===== config.mk =====
export PLATFORM = sky130hd
export DESIGN_NAME = gp_page_regs
export DESIGN_NICKNAME = d
export VERILOG_FILES = /design/src/design/gp_page_pkg.sv /design/src/design/gp_page_regs.sv /design/src/design/gpio_pin_cell.sv
export SDC_FILE = /design/constraint.sdc
export NUM_CORES = 1
export LEC_CHECK = 0
export BUFFER_PORTS_ARGS = -buffer_cell sky130_fd_sc_hd__buf_2
export CAP_MARGIN = 30
export CORE_MARGIN = 2
export CORE_UTILIZATION = 60
export CTS_BUF_LIST = sky130_fd_sc_hd__clkbuf_2
export CTS_CLUSTER_DIAMETER = 100
export DETAILED_ROUTE_END_ITERATION = 16
export GPL_TIMING_DRIVEN = 0
export MAX_ROUTING_LAYER = met4
export PLACE_DENSITY = 0.82
export REMOVE_ABC_BUFFERS = 1
export SLEW_MARGIN = 20
export SYNTH_ARGS = -nofsm -noshare
export SYNTH_HDL_FRONTEND = slang
export SYNTH_SLANG_ARGS = --single-unit

===== constraint.sdc =====
create_clock -name clk -period 4.5 [get_ports clk]
set_input_delay 0.225 -clock clk [delete_from_list [all_inputs] [get_ports clk]]
set_output_delay 0.225 -clock clk [all_outputs]
set_load 0.01 [all_outputs]

===== src/design/gp_page_pkg.sv =====
// Constants for the shared general-purpose register page and its pin control
package gp_page_pkg;

  // Structure sizes
  localparam int NUM_PORTS = 4;
  localparam int PORT_W = 2;
  localparam int IDX_W = 5;
  localparam int REG_W = 16;
  localparam int NUM_PINS = 8;
  localparam int FIELD_W = 2;
  localparam int ADDR_W = 9;
  localparam int DATA_W = 32;
  localparam int BE_W = 4;

  // Byte address layout: port in the top bits, word index below
  localparam int ADDR_IDX_LSB = 2;
  localparam int ADDR_PORT_LSB = 7;

  // Page select codes written to register 31
  localparam logic [15:0] CODE_MAIN = 16'h0000;
  localparam logic [15:0] CODE_GP = 16'h0010;

  // Register indices; byte address is four times the index
  localparam logic [4:0] IDX_PAGE = 5'h1f;
  localparam logic [4:0] IDX_PIN_SRC = 5'h0d;
  localparam logic [4:0] IDX_CTRL2 = 5'h0e;
  localparam logic [4:0] IDX_GP_IN = 5'h0f;
  localparam logic [4:0] IDX_GP_OUT = 5'h10;
  localparam logic [4:0] IDX_GP_OE = 5'h11;
  localparam logic [4:0] IDX_MICRO = 5'h12;
  localparam logic [4:0] IDX_MAC_MODE = 5'h13;
  localparam logic [4:0] IDX_LED_ENH = 5'h19;
  localparam logic [4:0] IDX_INT_STAT = 5'h1d;

  // Reset values
  localparam logic [15:0] RST_PIN_SRC = 16'h0000;
  localparam logic [15:0] RST_CTRL2 = 16'h2400;
  localparam logic [15:0] RST_ZERO = 16'h0000;

  // Writable bits of control 2; bit 11 mirrors the mode pin, bit 8 reads zero
  localparam logic [15:0] CTRL2_WR_MASK = 16'hf6ff;
  localparam int CTRL2_PIN_BIT = 11;
  localparam logic [15:0] GP_IN_MASK = 16'h00ff;

  // Pin source code that hands a pin to the output registers
  localparam logic [1:0] SRC_REGS = 2'h3;

endpackage : gp_page_pkg


===== src/design/gp_page_regs.sv =====
// Shared general-purpose register page behind an Avalon-MM slave
//
// Design decision made here: the Avalon-MM interface to the registers.
`timescale 1ns/1ps
module gp_page_regs (
  // Clock and reset
  input wire logic clk,
  input wire logic sys_rst,
  // Per-port software reset
  input wire logic [3:0] port_soft_rst,
  // Avalon-MM slave
  input wire logic [8:0] avs_address,
  input wire logic avs_read,
  input wire logic avs_write,
  input wire logic [31:0] avs_writedata,
  input wire logic [3:0] avs_byteenable,
  output logic [31:0] avs_readdata,
  output logic avs_waitrequest,
  // GPIO pins
  input wire logic [7:0] gpio_in,
  output logic [7:0] gpio_out,
  output logic [7:0] gpio_oe,
  // Mode pin level and interrupt sources
  input wire logic coma_in,
  input wire logic [15:0] int_status_in,
  // Per-port page status
  output logic [3:0] page_is_gp
);

  typedef struct packed {
    logic [3:0][15:0] page_sel;
    logic [3:0] gp_flag;
    logic wait_req;
    logic [31:0] rdata;
    logic [15:0] pin_src;
    logic [15:0] ctrl2;
    logic [15:0] gp_out;
    logic [15:0] gp_oe;
    logic [15:0] micro;
    logic [15:0] mac_mode;
    logic [15:0] led_enh;
  } state_t;

  state_t s;
  state_t next_s;

  // Decoded request
  logic [1:0] req_port;
  logic [4:0] req_idx;
  logic req_aligned;
  logic [15:0] req_page;
  logic [15:0] rword;
  logic [15:0] wword;
  logic commit;

  // True when an index is a live register of the shared page
  function automatic logic gp_hit(
    input logic [15:0] page,
    input logic [4:0] idx
  );
    logic live;
    live = 1'b0;
    if (page != gp_page_pkg::CODE_GP) begin
      live = 1'b0;
    end else if (idx == gp_page_pkg::IDX_PIN_SRC) begin
      live = 1'b1;
    end else if (idx == gp_page_pkg::IDX_CTRL2) begin
      live = 1'b1;
    end else if (idx == gp_page_pkg::IDX_GP_IN) begin
      live = 1'b1;
    end else if (idx == gp_page_pkg::IDX_GP_OUT) begin
      live = 1'b1;
    end else if (idx == gp_page_pkg::IDX_GP_OE) begin
      live = 1'b1;
    end else if (idx == gp_page_pkg::IDX_MICRO) begin
      live = 1'b1;
    end else if (idx == gp_page_pkg::IDX_MAC_MODE) begin
      live = 1'b1;
    end else if (idx == gp_page_pkg::IDX_LED_ENH) begin
      live = 1'b1;
    end else if (idx == gp_page_pkg::IDX_INT_STAT) begin
      live = 1'b1;
    end else begin
      live = 1'b0;
    end
    return live;
  endfunction : gp_hit

  // Byte-lane merge of a 16-bit register with new write data
  function automatic logic [15:0] merge(
    input logic [15:0] old,
    input logic [15:0] wdata,
    input logic [1:0] be
  );
    logic [15:0] res;
    res = old;
    if (be[0]) begin
      res[7:0] = wdata[7:0];
    end
    if (be[1]) begin
      res[15:8] = wdata[15:8];
    end
    return res;
  endfunction : merge

  // Address split: port, word index, alignment
  always_comb begin
    req_port = avs_address[gp_page_pkg::ADDR_PORT_LSB +: gp_page_pkg::PORT_W];
    req_idx = avs_address[gp_page_pkg::ADDR_IDX_LSB +: gp_page_pkg::IDX_W];
    req_aligned = (avs_address[gp_page_pkg::ADDR_IDX_LSB-1:0] == 2'h0);
    req_page = s.page_sel[req_port];
  end

  // Read mux; every port sees the same page storage
  always_comb begin
    rword = gp_page_pkg::RST_ZERO;
    if (!req_aligned) begin
      rword = gp_page_pkg::RST_ZERO;
    end else if (req_idx == gp_page_pkg::IDX_PAGE) begin
      rword = req_page;
    end else if (!gp_hit(req_page, req_idx)) begin
      rword = gp_page_pkg::RST_ZERO;
    end else begin
      case (req_idx)
        gp_page_pkg::IDX_PIN_SRC: begin
          rword = s.pin_src;
        end
        gp_page_pkg::IDX_CTRL2: begin
          rword = s.ctrl2 & gp_page_pkg::CTRL2_WR_MASK;
          rword[gp_page_pkg::CTRL2_PIN_BIT] = coma_in;
        end
        gp_page_pkg::IDX_GP_IN: begin
          rword = {8'h00, gpio_in} & gp_page_pkg::GP_IN_MASK;
        end
        gp_page_pkg::IDX_GP_OUT: begin
          rword = s.gp_out;
        end
        gp_page_pkg::IDX_GP_OE: begin
          rword = s.gp_oe;
        end
        gp_page_pkg::IDX_MICRO: begin
          rword = s.micro;
        end
        gp_page_pkg::IDX_MAC_MODE: begin
          rword = s.mac_mode;
        end
        gp_page_pkg::IDX_LED_ENH: begin
          rword = s.led_enh;
        end
        gp_page_pkg::IDX_INT_STAT: begin
          rword = int_status_in;
        end
        default: begin
          rword = gp_page_pkg::RST_ZERO;
        end
      endcase
    end
  end

  // Low half of the write data (byte lanes applied later in merge), and the commit edge
  always_comb begin
    wword = avs_writedata[gp_page_pkg::REG_W-1:0];
    commit = avs_write && !s.wait_req && req_aligned;
  end

  // Next state: bus handshake, page select, shared page registers
  always_comb begin
    next_s = s;
    // Port soft reset only returns that port to the main page
    for (int p = 0; p < gp_page_pkg::NUM_PORTS; p++) begin
      if (port_soft_rst[p]) begin
        next_s.page_sel[p] = gp_page_pkg::CODE_MAIN;
      end
    end
    // One wait cycle, then a single ready cycle per request
    if ((avs_read || avs_write) && s.wait_req) begin
      next_s.wait_req = 1'b0;
      next_s.rdata = {16'h0000, rword};
    end else begin
      next_s.wait_req = 1'b1;
    end
    // Writes take effect at the edge that sees waitrequest low
    if (commit) begin
      if (req_idx == gp_page_pkg::IDX_PAGE) begin
        // Any code is stored; only 0x0010 opens the shared page
        next_s.page_sel[req_port] =
          merge(req_page, wword, avs_byteenable[1:0]);
      end else if (gp_hit(req_page, req_idx)) begin
        case (req_idx)
          gp_page_pkg::IDX_PIN_SRC: begin
            next_s.pin_src = merge(s.pin_src, wword, avs_byteenable[1:0]);
          end
          gp_page_pkg::IDX_CTRL2: begin
            next_s.ctrl2 = merge(s.ctrl2, wword, avs_byteenable[1:0])
              & gp_page_pkg::CTRL2_WR_MASK;
          end
          gp_page_pkg::IDX_GP_OUT: begin
            next_s.gp_out = merge(s.gp_out, wword, avs_byteenable[1:0]);
          end
          gp_page_pkg::IDX_GP_OE: begin
            next_s.gp_oe = merge(s.gp_oe, wword, avs_byteenable[1:0]);
          end
          gp_page_pkg::IDX_MICRO: begin
            next_s.micro = merge(s.micro, wword, avs_byteenable[1:0]);
          end
          gp_page_pkg::IDX_MAC_MODE: begin
            next_s.mac_mode = merge(s.mac_mode, wword, avs_byteenable[1:0]);
          end
          gp_page_pkg::IDX_LED_ENH: begin
            next_s.led_enh = merge(s.led_enh, wword, avs_byteenable[1:0]);
          end
          default: begin
            // Input and interrupt status are read-only
            next_s.micro = s.micro;
          end
        endcase
      end
    end
    // Page status flag follows the stored code
    for (int p = 0; p < gp_page_pkg::NUM_PORTS; p++) begin
      next_s.gp_flag[p] = (next_s.page_sel[p] == gp_page_pkg::CODE_GP);
    end
  end

  // State register; only the hardware reset clears the shared page
  always_ff @(posedge clk) begin
    if (sys_rst) begin
      s.page_sel <= '0;
      s.gp_flag <= '0;
      s.wait_req <= 1'b1;
      s.rdata <= '0;
      s.pin_src <= gp_page_pkg::RST_PIN_SRC;
      s.ctrl2 <= gp_page_pkg::RST_CTRL2;
      s.gp_out <= gp_page_pkg::RST_ZERO;
      s.gp_oe <= gp_page_pkg::RST_ZERO;
      s.micro <= gp_page_pkg::RST_ZERO;
      s.mac_mode <= gp_page_pkg::RST_ZERO;
      s.led_enh <= gp_page_pkg::RST_ZERO;
    end else begin
      s <= next_s;
    end
  end

  // One pin cell per GPIO, field at bits 2n+1:2n
  for (genvar n = 0; n < gp_page_pkg::NUM_PINS; n++) begin : g_pin
    gpio_pin_cell u_cell (
      .clk(clk),
      .sys_rst(sys_rst),
      .src_sel(s.pin_src[n*gp_page_pkg::FIELD_W +: gp_page_pkg::FIELD_W]),
      .out_bit(s.gp_out[n]),
      .oe_bit(s.gp_oe[n]),
      .pin_out(gpio_out[n]),
      .pin_oe(gpio_oe[n])
    );
  end

  // Outputs straight from flip-flops
  assign avs_readdata = s.rdata;
  assign avs_waitrequest = s.wait_req;
  assign page_is_gp = s.gp_flag;

endmodule : gp_page_regs


===== src/design/gpio_pin_cell.sv =====
// One GPIO pin: source select and registered drive
`timescale 1ns/1ps
module gpio_pin_cell (
  // Clock and reset
  input wire logic clk,
  input wire logic sys_rst,
  // Control from the shared page
  input wire logic [1:0] src_sel,
  input wire logic out_bit,
  input wire logic oe_bit,
  // Pin drive
  output logic pin_out,
  output logic pin_oe
);

  typedef struct packed {
    logic out;
    logic oe;
  } cell_t;

  cell_t s;
  cell_t next_s;

  // Only source code 11 lets the registers drive the pin
  always_comb begin
    next_s = '0;
    if (src_sel == gp_page_pkg::SRC_REGS) begin
      next_s.out = out_bit;
      next_s.oe = oe_bit;
    end
  end

  // Pin released while in reset
  always_ff @(posedge clk) begin
    if (sys_rst) begin
      s <= '0;
    end else begin
      s <= next_s;
    end
  end

  assign pin_out = s.out;
  assign pin_oe = s.oe;

endmodule : gpio_pin_cell


==> metrics.md <==
| Metric | Value |
|---|---|
| CP Cell Sequence | mux4_2, nor4b_4, nand3_4, nor2_1, o211ai_1, dlygate4sd3_1, a31oi_1, dlygate4sd3_1 |
| Endpoint type of the worst setup path | register |
| Antenna violations before repair | 1 |
| Placer Congestion | 0.951 |
| Die extent in y | 136 um |
| First-pass GRT wire length | 46000 um |
| Final cell count without fillers | 1488 |
| I/O pin cnt | 131 |
| Final HPWL DP | 19700 um |
| CP delay by family, top | simple AND/OR/NAND/NOR gates |
| Most frequent cells in the layout | dfxtp_1, nor2_1, mux2i_1 |
| Async SR Flop Fraction | 0% |
| Root Driver | clkbuf_2 |
| Die area | 18400 um^2 |
| Peak supply drop | 0.169 mV |
| DRC | 1 |
| Post-synth top area share | 40.6% |
| Rows | 48 |
| WP buf/inv | 2 |
| Critical path's slowest cell | nor2_1 |
| Crit share post-route | 91.3% |
| PwrDens | 289 nW/um^2 |
| Synth top area cells | dfxtp_1, mux2i_1, nor2_1 |
| Finished Core Util | 68.4% |
| Post-place instance area | 10700 um^2 |
| Clock Sink Count | 211 |
| GR Overflow Total | 0 |
| Crit-path max cell delay | 850 ps |
| Number of vias per cell | 6.32 |
| Initial detailed-routing violation count | 1253 |
| Filler cells | 1324 |
| Wirelength, routed | 30100 um |
| Post-route ant nets | 0 |
| HP Class | input pin to register |
| Postcts setup bufs | 0 |
| Layout Skew | 125 ps |
| GR Util All Layers | 33.0% |
| Avg Cell Area, Syn | 9.16 um^2 |
| Post-CTS Hold Buffers | 49 |
| Layout cells sized above 1 | 20.0% |
| Crit path DAT | 4870 ps |
| Footprint of the multi-input gates | 5540 um^2 |
| Status | complete, but fails checks |
| I/O Buffers | 96 |
| Max FO, Critical Path | 15 |
| Most used cell, CP | dlygate4sd3_1 |
| Initial DRT Pass Iterations | 14 |
| Num CTS Buffers | 52 |
| CTS tree | done |
| Pin count of the biggest net entering global routing | 106 |
| Failing checks | design-rule violations |
| Fmax | 243 MHz |
| Post-route cell area | 11700 um^2 |
| Leading area contributor after synthesis | dfxtp_1 |
| RSZ-0062 raised after global routing | no |
| P&R area growth vs syn | 12.5% |
| WHS | 34.8 ps |
| Most used flip-flop cell after synthesis | dfxtp_1 |
| P_leak | 4.35 nW |
| Post-synth EDFFs | 0 |
| Mapped Area | 10400 um^2 |
| Endpoints failing setup | 0 |
| Avg WL per Cell | 20.2 um |
| Via count | 9407 |
| Most common cell after layout, fill and taps aside | dfxtp_1 |
| Final hold violation count | 0 |
| Clock-pin slew on the worst setup and hold paths | 110 ps |
| CORE AREA | 17100 um^2 |
| Min Tclk post-route | 4110 ps |
| Synth warn | 0 |
| Worst EP required | 5260 ps |
| Post-synthesis instance total | 1135 |
| DIE WIDTH | 136 um |
| Vias in the first global route | 8631 |
| Seq/Total Area, Yosys | 40.6% |
| Seq. cell area | 4220 um^2 |
| Initial Util | 60.7% |
| Max_cap viols | 0 |
| Final net count | 1308 |
| Slew @ Worst Pin | 1000 ps |
| Crit path kind | register to register |
| DP Cell Count | 1350 |
| Rel. slew slack | 33.3% |
| Post-synth cell types | 58 |
| # resized after CTS | 0 |
| Slew Viols, Final | 0 |
| Maximum root-to-sink buffer count | 3 |
| Flops & latches, synth | 211 |
| Total Power | 3.38 mW |
| Htree depth | 2 |
| Worst skew pair latency | 870 ps |
| Crit path launch type | register |
## cells by family (layout without fill, tap and decap cells)
| kind of cell | count (synthesis) | after routing | synth area share (%) |
|---|---|---|---|
| AO/OA/AOI/OAI | 190 | 190 | 12.2 |
| flip-flops | 211 | 211 | 40.6 |
| buffers and inverters | 141 | 253 | 7.30 |
| multiplexers | 152 | 152 | 16.6 |
| other | 1 | 17 | 0.0361 |
| AND/OR/NAND/NOR | 440 | 440 | 23.2 |
## through the flow
| step | worst slack [ps] | setup TNS (ps) |
|---|---|---|
| 2_1_floorplan | 1050 | 0 |
| 3_3_place_gp | -1220 | -45290 |
| 3_5_place_dp | 593 | 0 |
| 4_1_cts | 545 | 0 |
| 5_1_grt | 282 | 0 |
| 6_report | 391 | 0 |
## area by class of cell
| cell class | instances | area share, % |
|---|---|---|
| multi-input combinational | 798 | 47.4 |
| antenna | 1 | 0.0214 |
| tap | 225 | 2.41 |
| sequential | 211 | 36.1 |
| timing repair buffer | 165 | 10.2 |
| clock buffer | 77 | 3.29 |
| clock inverter | 9 | 0.556 |
| inverter | 2 | 0.0642 |
## worst paths after layout
check | startpoint | end | slack (ps) | cells after the start
max reg2reg | s[155] | avs_readdata[6] | 390 | 8
max | s[155] | avs_readdata[6] | 390 | 8
min | int_status_in[15] | avs_readdata[15] | 30 | 5
min reg2reg | s[53] | g_pin[5].u_cell.pin_oe | 470 | 1
## sequential cells by signal (all words and copies together) (netlist names)
name,flops
s,174
g_pin.u_cell.pin_oe,8
page_is_gp,4
g_pin.u_cell.pin_out,8
avs_readdata,16
avs_waitrequest,1
## layer usage
layer	up-vias	GRT usage (%)	routed length (um)
met3	91	6.88	3040
met2	595	50.3	13800
met1	4474	42.1	12100
met5	-	-	0
met4	0	15.4	1140
li1	4247	-	-
## worst min-delay path: stages
cell and delay (ps):
buf_2 80, a22oi_1 60, nand2_1 70, o21ai_0 140
a221oi_1 270
## cell usage after synthesis (3+ instances only)
cell type  number
nor3_1          9
nand3b_1       15
buf_4          52
a222oi_1        9
nor2b_1        15
nand2_1        88
nand3_1        29
a32oi_1         3
a22oi_1        47
and3_1         27
clkbuf_1       74
or3_1           4
mux2_2          6
buf_2           4
or3b_2          3
a31oi_1         5
a221oi_1       13
and2_1          6
nor3b_1        36
dfxtp_1       211
nor2_1        157
o21ai_0        11
buf_1           5
o22ai_1         8
nor4_1         13
nor4b_1         5
nand2b_1        9
nor4_4         12
a21boi_0        7
mux2i_1       130
mux4_2         16
buf_6           4
a21oi_1        68
## report_power, final
part | switching (mW) | internal (mW)
logic | 0.162 | 0.0851
clock network | 0.759 | 0.506
registers | 0.000798 | 1.87
total | 0.922 | 2.46
Power figures use the tool's default switching activity.
